$ cat src/verilog/int_arith_pkg.sv
/*
  Shared constants and carrier types for the saturating integer arithmetic blocks.
  Assumes a single clock domain; operands arrive as 16-bit two's complement words.
*/
package int_arith_pkg;

  localparam int DATA_W = 16;
  localparam int WIDE_W = 32;

  // Signed result range of one program word
  localparam logic signed [WIDE_W-1:0] RANGE_MAX = 32'h0000_7fff;
  localparam logic signed [WIDE_W-1:0] RANGE_MIN = 32'hffff_8000;

  // Values that stand in for an operand that has no source; ZERO_WORD is the zero-divisor test value
  localparam logic signed [DATA_W-1:0] SUM_OPEN_VALUE = 16'h0000;
  localparam logic signed [DATA_W-1:0] PQ_OPEN_VALUE = 16'h0001;
  localparam logic signed [DATA_W-1:0] ZERO_WORD = 16'h0000;

  // Output state after reset
  localparam logic signed [DATA_W-1:0] RESULT_RESET = 16'h0000;

  // One operand pin of a function block: a value and whether anything feeds it
  typedef struct packed {
    logic connected;
    logic signed [DATA_W-1:0] value;
  } operand_t;

  // Upstream fault pin of a function block
  typedef struct packed {
    logic connected;
    logic active;
  } fault_t;

  // Result pair that a block hands downstream; both fields update together
  typedef struct packed {
    logic saturated;
    logic signed [DATA_W-1:0] value;
  } result_t;

endpackage

$ cat src/verilog/int_arith_blocks.sv
/*
  Sum block (a + b - c) and product/quotient block (a * b / c) of the relay program,
  each with a saturation flag and an upstream fault input.
  Assumes scanTick pulses once per program execution cycle, synchronous to clock;
  operand and fault inputs are stable in the cycle where scanTick is high.
*/
`timescale 1ns/100ps

module int_arith_blocks
  import int_arith_pkg::*;
(
  input wire logic clock,
  input wire logic sys_rst,
  input wire logic scanTick,
  input wire operand_t sumIn1,
  input wire operand_t sumIn2,
  input wire operand_t sumIn3,
  input wire fault_t sumFault,
  input wire operand_t pqIn1,
  input wire operand_t pqIn2,
  input wire operand_t pqIn3,
  input wire fault_t pqFault,
  output result_t sumOut_q,
  output result_t pqOut_q,
  output logic evalDone_q
);

  // Clamp a wide value into the word range; the flag reports the clamp separately
  function automatic logic signed [DATA_W-1:0] clampWord(input logic signed [WIDE_W-1:0] v);
    logic signed [DATA_W-1:0] r;
    r = v[DATA_W-1:0];
    if (v > RANGE_MAX) begin
      r = RANGE_MAX[DATA_W-1:0];
    end else if (v < RANGE_MIN) begin
      r = RANGE_MIN[DATA_W-1:0];
    end
    return r;
  endfunction

  logic signed [DATA_W-1:0] sumA, sumB, sumC;
  logic signed [DATA_W-1:0] pqA, pqB, pqC;
  logic signed [WIDE_W-1:0] sumWide, prodWide, quotWide, safeDiv;
  logic sumFaultOn, pqFaultOn, sumOver, pqOver, divZero;
  result_t sumOut_d, pqOut_d;

  always_comb begin
    sumA = sumIn1.connected ? sumIn1.value : SUM_OPEN_VALUE;
    sumB = sumIn2.connected ? sumIn2.value : SUM_OPEN_VALUE;
    sumC = sumIn3.connected ? sumIn3.value : SUM_OPEN_VALUE;
    pqA = pqIn1.connected ? pqIn1.value : PQ_OPEN_VALUE;
    pqB = pqIn2.connected ? pqIn2.value : PQ_OPEN_VALUE;
    pqC = pqIn3.connected ? pqIn3.value : PQ_OPEN_VALUE;
    // A loose fault pin reads as inactive; a wired one carries the upstream flag
    sumFaultOn = sumFault.connected & sumFault.active;
    pqFaultOn = pqFault.connected & pqFault.active;
  end

  // Wide arithmetic so the range check sees the true result
  always_comb begin
    sumWide = WIDE_W'(sumA) + WIDE_W'(sumB) - WIDE_W'(sumC);
    sumOver = (sumWide > RANGE_MAX) || (sumWide < RANGE_MIN);
  end

  always_comb begin
    prodWide = WIDE_W'(pqA) * WIDE_W'(pqB);
    divZero = (pqC == ZERO_WORD);
    // Substitute a harmless divisor so the divider never sees zero
    safeDiv = divZero ? WIDE_W'(PQ_OPEN_VALUE) : WIDE_W'(pqC);
    quotWide = prodWide / safeDiv;
    pqOver = (quotWide > RANGE_MAX) || (quotWide < RANGE_MIN);
  end

  // Faulted or zero-divisor evaluations keep the previous value
  always_comb begin
    sumOut_d = sumOut_q;
    if (sumFaultOn) begin
      sumOut_d.saturated = 1'b1;
    end else begin
      sumOut_d.value = clampWord(sumWide);
      sumOut_d.saturated = sumOver;
    end
  end

  always_comb begin
    pqOut_d = pqOut_q;
    if (pqFaultOn) begin
      pqOut_d.saturated = 1'b1;
    end else if (divZero) begin
      pqOut_d.saturated = 1'b1;
    end else begin
      pqOut_d.value = clampWord(quotWide);
      pqOut_d.saturated = pqOver;
    end
  end

  always_ff @(posedge clock or posedge sys_rst) begin
    if (sys_rst) begin
      sumOut_q <= '{saturated: 1'b0, value: RESULT_RESET};
    end else if (scanTick) begin
      sumOut_q <= sumOut_d;
    end
  end

  always_ff @(posedge clock or posedge sys_rst) begin
    if (sys_rst) begin
      pqOut_q <= '{saturated: 1'b0, value: RESULT_RESET};
    end else if (scanTick) begin
      pqOut_q <= pqOut_d;
    end
  end

  always_ff @(posedge clock or posedge sys_rst) begin
    if (sys_rst) begin
      evalDone_q <= 1'b0;
    end else begin
      evalDone_q <= scanTick;
    end
  end

  a_sum_fault_flag: assert property (
    @(posedge clock) disable iff (sys_rst)
    scanTick && sumFault.connected && sumFault.active |=> sumOut_q.saturated
    && $stable(sumOut_q.value))
    else $error("sum block missed an upstream fault");

  a_pq_fault_flag: assert property (
    @(posedge clock) disable iff (sys_rst)
    scanTick && pqFault.connected && pqFault.active |=> pqOut_q.saturated
    && $stable(pqOut_q.value))
    else $error("quotient block missed an upstream fault");

  a_open_fault_ignored: assert property (
    @(posedge clock) disable iff (sys_rst)
    scanTick && !sumFault.connected && sumFault.active && !sumIn1.connected
    && !sumIn2.connected && !sumIn3.connected |=> !sumOut_q.saturated
    && sumOut_q.value == ZERO_WORD)
    else $error("open fault pin or open operands misread on sum block");

  a_sum_value_check: assert property (
    @(posedge clock) disable iff (sys_rst)
    scanTick && !sumFaultOn && !sumOver |=> !sumOut_q.saturated
    && (sumOut_q.value == $past(sumA) + $past(sumB) - $past(sumC)))
    else $error("sum result wrong");

  a_sum_range_flag: assert property (
    @(posedge clock) disable iff (sys_rst)
    scanTick && !sumFaultOn && sumOver |=> sumOut_q.saturated
    && (sumOut_q.value == RANGE_MAX[DATA_W-1:0] || sumOut_q.value == RANGE_MIN[DATA_W-1:0]))
    else $error("sum overflow not flagged");

  a_pq_zero_div: assert property (
    @(posedge clock) disable iff (sys_rst)
    scanTick && pqIn3.connected && pqIn3.value == ZERO_WORD |=> pqOut_q.saturated)
    else $error("zero divisor not flagged");

  a_pq_open_ones: assert property (
    @(posedge clock) disable iff (sys_rst)
    scanTick && !pqFaultOn && !pqIn1.connected && !pqIn2.connected && !pqIn3.connected
    |=> pqOut_q.value == PQ_OPEN_VALUE && !pqOut_q.saturated)
    else $error("open quotient operands not read as one");

  a_pq_trunc_zero: assert property (
    @(posedge clock) disable iff (sys_rst)
    scanTick && !pqFaultOn && !divZero && !pqOver |=> !pqOut_q.saturated
    && (WIDE_W'(pqOut_q.value) * $past(safeDiv) + ($past(prodWide) % $past(safeDiv))
    == $past(prodWide)))
    else $error("quotient not truncated toward zero");

  a_hold_between_scans: assert property (
    @(posedge clock) disable iff (sys_rst)
    !scanTick |=> $stable(sumOut_q) && $stable(pqOut_q) && !evalDone_q)
    else $error("outputs changed outside a program cycle");

  a_eval_done_pulse: assert property (
    @(posedge clock) disable iff (sys_rst)
    scanTick |=> evalDone_q)
    else $error("completion pulse missing after a program cycle");

  // A zero divisor must not disturb the last good quotient
  a_pq_zero_hold: assert property (
    @(posedge clock) disable iff (sys_rst)
    scanTick && !pqFaultOn && divZero |=> pqOut_q.saturated
    && $stable(pqOut_q.value))
    else $error("zero divisor changed the quotient value");

  a_pq_range_flag: assert property (
    @(posedge clock) disable iff (sys_rst)
    scanTick && !pqFaultOn && !divZero && pqOver |=> pqOut_q.saturated
    && (pqOut_q.value == RANGE_MAX[DATA_W-1:0] || pqOut_q.value == RANGE_MIN[DATA_W-1:0]))
    else $error("quotient overflow not flagged");

  a_sum_open_fault: assert property (
    @(posedge clock) disable iff (sys_rst)
    scanTick && !sumFault.connected && !sumOver |=> !sumOut_q.saturated)
    else $error("open fault pin raised the sum flag");

  a_pq_open_fault: assert property (
    @(posedge clock) disable iff (sys_rst)
    scanTick && !pqFault.connected && !divZero && !pqOver |=> !pqOut_q.saturated)
    else $error("open fault pin raised the quotient flag");

  // Flag of one evaluation must land on the next edge and match that evaluation's range check
  a_sum_flag_follows: assert property (
    @(posedge clock) disable iff (sys_rst)
    scanTick && !sumFaultOn |=> sumOut_q.saturated == $past(sumOver))
    else $error("sum flag does not match the evaluated range");

  c_sum_overflow: cover property (@(posedge clock) disable iff (sys_rst)
    scanTick && !sumFaultOn && sumOver);
  c_pq_div_zero: cover property (@(posedge clock) disable iff (sys_rst)
    scanTick && !pqFaultOn && divZero);
  c_fault_chain: cover property (@(posedge clock) disable iff (sys_rst)
    scanTick && pqFaultOn && sumOut_q.saturated);
  c_pq_negative: cover property (@(posedge clock) disable iff (sys_rst)
    scanTick && !pqFaultOn && !divZero && quotWide < 0);

endmodule

$ cat config.mk
export PLATFORM = sky130hd
export DESIGN_NAME = int_arith_blocks
export DESIGN_NICKNAME = d
export VERILOG_FILES = /design/src/verilog/int_arith_pkg.sv /design/src/verilog/int_arith_blocks.sv
export SDC_FILE = /design/constraint.sdc
export NUM_CORES = 2
export LEC_CHECK = 0
export BUFFER_PORTS_ARGS = -buffer_cell sky130_fd_sc_hd__buf_2
export CORE_ASPECT_RATIO = 0.8
export CORE_UTILIZATION = 65
export DETAILED_ROUTE_END_ITERATION = 8
export PLACE_DENSITY = 0.82
export SETUP_SLACK_MARGIN = 0.3
export SLEW_MARGIN = 5
export SYNTH_ARGS = -nofsm -noshare
export SYNTH_HDL_FRONTEND = slang
export SYNTH_SLANG_ARGS = --single-unit
export TNS_END_PERCENT = 20
$ cat constraint.sdc
create_clock -name clock -period 2.3 [get_ports clock]
set_input_delay 0.115 -clock clock [delete_from_list [all_inputs] [get_ports clock]]
set_output_delay 0.115 -clock clock [all_outputs]
set_load 0.005 [all_outputs]
==> summary.md, run 1 <==
| Metric | Value |
|---|---|
| Outcome | did not finish |
| Stopped at | detailed placement |
| Tool error | [ERROR DPL-0033] detailed placement checks failed during check placement. |
| Synth top area cells | ha_1 18%, fa_1 13%, nand2_1 6.0% |
| Port buffer count | 143 |
| Synthesized area | 43800 um^2 |
| Most numerous cell in the Yosys netlist | nand2_1 |
| Commonest cells in the netlist | 704 x nand2_1, 679 x nor2_1, 632 x ha_1 |
| Synth Flop Type | dfrtp_1 |
| Initial Util | 66.2% |
| Yosys Warn Count | 0 |
| Avg Inst Size Synth | 7.12 um^2 |
| Post-synthesis sequential area ratio | 2.00% |
| Synth area leader | ha_1 |
| Rows | 84 |
| Post-synth EDFFs | 0 |
| Register bit total from synthesis | 35 |
| Async S/R FF share, synth | 100% |
| Top cell type's share of synthesized area | 18.1% |
| Horiz. Die Dim | 292 um |
| Ports | 144 |
| Die H | 234 um |
| Distinct cells, synth | 111 |
| DP HPWL | 220000 um |
| Gpl congestion | 1.17 |
| Mapped Cells | 6150 |
[per-stage QoR]
stage / TNS, ns / instances / worst slack (ns) / cell area, um^2
floorplan: -1170.65 / 6285 / -66.80 / 46800
global placement: -1179.98 / 9388 / -67.39 / 64500
[kinds of logic after synthesis]
| logic type | Yosys count | share of synthesized area (%) |
|---|---|---|
| xor gates and xnor gates | 422 | 8.46 |
| buffers and inverters | 714 | 6.17 |
| adders and majority gates | 910 | 30.8 |
| muxes | 80 | 2.00 |
| and+or+nand+nor | 2245 | 24.0 |
| AOI/OAI and AO/OA | 1743 | 26.6 |
| other | 1 | 0.00857 |
| DFF | 35 | 2.00 |
==> run 2, diff against run 1 <==
- CORE_ASPECT_RATIO: 0.8 -> not set
- CORE_UTILIZATION: 65 -> 40
- PLACE_DENSITY: 0.82 -> not set
- PLACE_DENSITY_LB_ADDON: not set -> 0.15
- SETUP_SLACK_MARGIN: 0.3 -> not set
==> summary.md, run 2 <==
| Metric | Value |
|---|---|
| GRT Util Overall | 33.9% |
| Distinct cells, synth | 111 (unchanged) |
| Fin. max-slew vios | 0 |
| CTS sink count | 35 |
| Post-synthesis sequential area ratio | 2.00% (unchanged) |
| Horiz. Die Dim | 333 um (+14%) |
| Largest regs | pqOut_q: 17 flops, sumOut_q: 17 flops, evalDone_q: 1 flops |
| Diodes inserted | 0 |
| Critical Path End | pqOut_q[7] |
| Clock H-tree levels | 2 |
| Crit. Startpoint | pqIn2[16] |
| Vias/cell | 5.45 |
| Top cell type's share of synthesized area | 18.1% (unchanged) |
| Final core occ | 67.2% |
| Number of global-route vias before repair | 56392 |
| Failing checks | setup timing |
| Commonest cells in the netlist | 704 x nand2_1, 679 x nor2_1, 632 x ha_1 |
| First-pass GRT wire length | 303000 um |
| Unrepaired setup endpoints after global routing | yes |
| Worst R2R Path Depth | 1 |
| Share of cells above drive strength 1 | 42.3% |
| Minimum clock period | 69.10 ns |
| Gpl congestion | 0.996 (-15%) |
| Final Skew | 0 ns |
| DR vias | 56676 |
| Router iterations before antenna repair | 6 |
| CP endpoint kind | flip-flop |
| Clk root buf | clkbuf_16 |
| CTS Buf Count | 5 |
| Port buffer count | 143 (unchanged) |
| 1st-iter DRT viols | 4015 |
| R2r setup slk | 1.35 ns |
| Die area | 111000 um^2 |
| DP HPWL | 161000 um (-27%) |
| Ports | 144 (unchanged) |
| Instance count on the critical path | 370 |
| Critical Path Start Type | input port |
| CP max FO | 13 |
| Crit path required time | 2.50 ns |
| F_max | 14.5 MHz |
| CTS tree | built |
| Core box area | 108000 um^2 |
| Critical path arrival | 69.30 ns |
| Remaining DRCs | 0 |
| Rows | 120 (+43%) |
| CP delay by family, top | compound AO/OA/AOI/OAI gates |
| Synthesized area | 43800 um^2 (unchanged) |
| Commonest non-fill, non-tap cells in the layout | 2660 x buf_4, 653 x nand2_1, 611 x nor2_1 |
| Cell repeated most along the worst path | buf_4 |
| Rel. slew slack | 23.8% |
| Post-route ant nets | 0 |
| Area grow syn2layout | 65.4% |
| Final setup margin | -66.80 ns |
| Post-synth EDFFs | 0 (unchanged) |
| Setup Crit Path Kind | input port to flip-flop |
| Most numerous cell in the Yosys netlist | nand2_1 |
| Final Net Count | 10011 |
| MaxCap Viol Count | 0 |
| Measured slew at the worst slew-check pin | 1.14 ns |
| Synth area leader | ha_1 |
| Critical Path Max Stage Delay | 0.60 ns |
| Worst-path clk slew | 0.06 ns |
| Largest net degree at the start of global routing | 52 |
| Fin. Hold Viols | 0 |
| Highest-delay cell along the critical path | fa_2 |
| Routed WL | 194000 um |
| Routed wire length per instance | 18.7 um |
| Worst-Skew Late Latency | 0.29 ns |
| Async S/R FF share, synth | 100% (unchanged) |
| Final setup vio count | 34 |
| Synth top area cells | ha_1 18%, fa_1 13%, nand2_1 6.0% |
| Initial antenna violation count | 5 |
| Die H | 333 um (+42%) |
| Outcome | finished, violations left |
| Avg Inst Size Synth | 7.12 um^2 (unchanged) |
| Most common cell after layout, fill and taps aside | buf_4 |
| Initial Util | 40.6% (-26 points) |
| Reg2reg end | pqOut_q[5] |
| Yosys Warn Count | 0 (unchanged) |
| Mapped Cells | 6150 (unchanged) |
| Worst R2R Start | pqOut_q[5] |
| Clk buf depth | 2 |
| Synth Flop Type | dfrtp_1 |
| WP buf/inv | 77 |
| Min-Delay Path Class | input port to flip-flop |
| Grt total ovfl | 0 |
| Period utilization | 3000% |
| Register bit total from synthesis | 35 (unchanged) |
-- run 2: cell counts after synthesis --
Identical to the previous run, type by type.
-- run 2: what timing repair did --
item                                    in CTS  in global routing
gates resized for setup                    459                295
pin swaps                                  311                240
buffers inserted                           195                 95
cloned                                       6                  2
hold buffers                                 1                  0
hold endpoints to repair                    26                  0
endpoints found under the setup margin      34                 34
-- run 2: logic make-up after synthesis --
group | Yosys count | synth area share, %
buffers and inverters | 714 | 6.17
adder cells (fa/ha/maj) | 910 | 30.8
flip-flops | 35 | 2.00
other | 1 | 0.00857
AND/OR/NAND/NOR | 2245 | 24.0
AO/OA/AOI/OAI | 1743 | 26.6
multiplexers | 80 | 2.00
XOR/XNOR | 422 | 8.46
-- run 2: worst min path at each step --
stage / startpoint / endpoint / slack [ns] / cells past startpoint
finish: scanTick / evalDone_q / 0.11 / 1
CTS: scanTick / evalDone_q / 0.09 / 1
global placement: sys_rst / sumOut_q[15] / 0.28 / 2
floorplan: scanTick / evalDone_q / 0.15 / 0
detailed placement: sys_rst / sumOut_q[9] / 0.29 / 2
global route: scanTick / evalDone_q / 0.1 / 1
-- run 2: metrics by stage --
step                      setup WS (ns)  instances  setup TNS, ns  hold WS, ns  cell area [um^2]
final                            -66.80      10396       -1160.88        0.113             72400
after global routing             -69.38      10396       -1208.52       0.0989             72400
after CTS                        -65.58      10300       -1141.23       0.0930             70300
after detailed placement         -71.97      10091       -1255.65        0.288             66400
after global placement           -70.96      10091       -1238.28        0.277             66400
after floorplan                  -66.80       6285       -1170.65        0.146             46800
-- run 2: routing by layer --
layer | up-vias | GRT usage, % | wire (um)
met3 | 412 | 4.03 | 11900
met5 | - | 0 | 58
met2 | 1809 | 57.3 | 88900
met4 | 8 | 10.3 | 7500
li1 | 27484 | - | -
met1 | 26963 | 44.8 | 85500
-- run 2: area by class of cell --
class                      count  area, um^2
timing repair buffer        2905       22200
inverter                     504        1910
clock buffer                   8         156
tap                         1403        1760
fill                        9358       35400
sequential                    35         876
multi-input combinational   5541       45500
Power of run 2 is not shown: default switching activity piles up to over one toggle a cycle in this logic, so the estimate is an artifact.
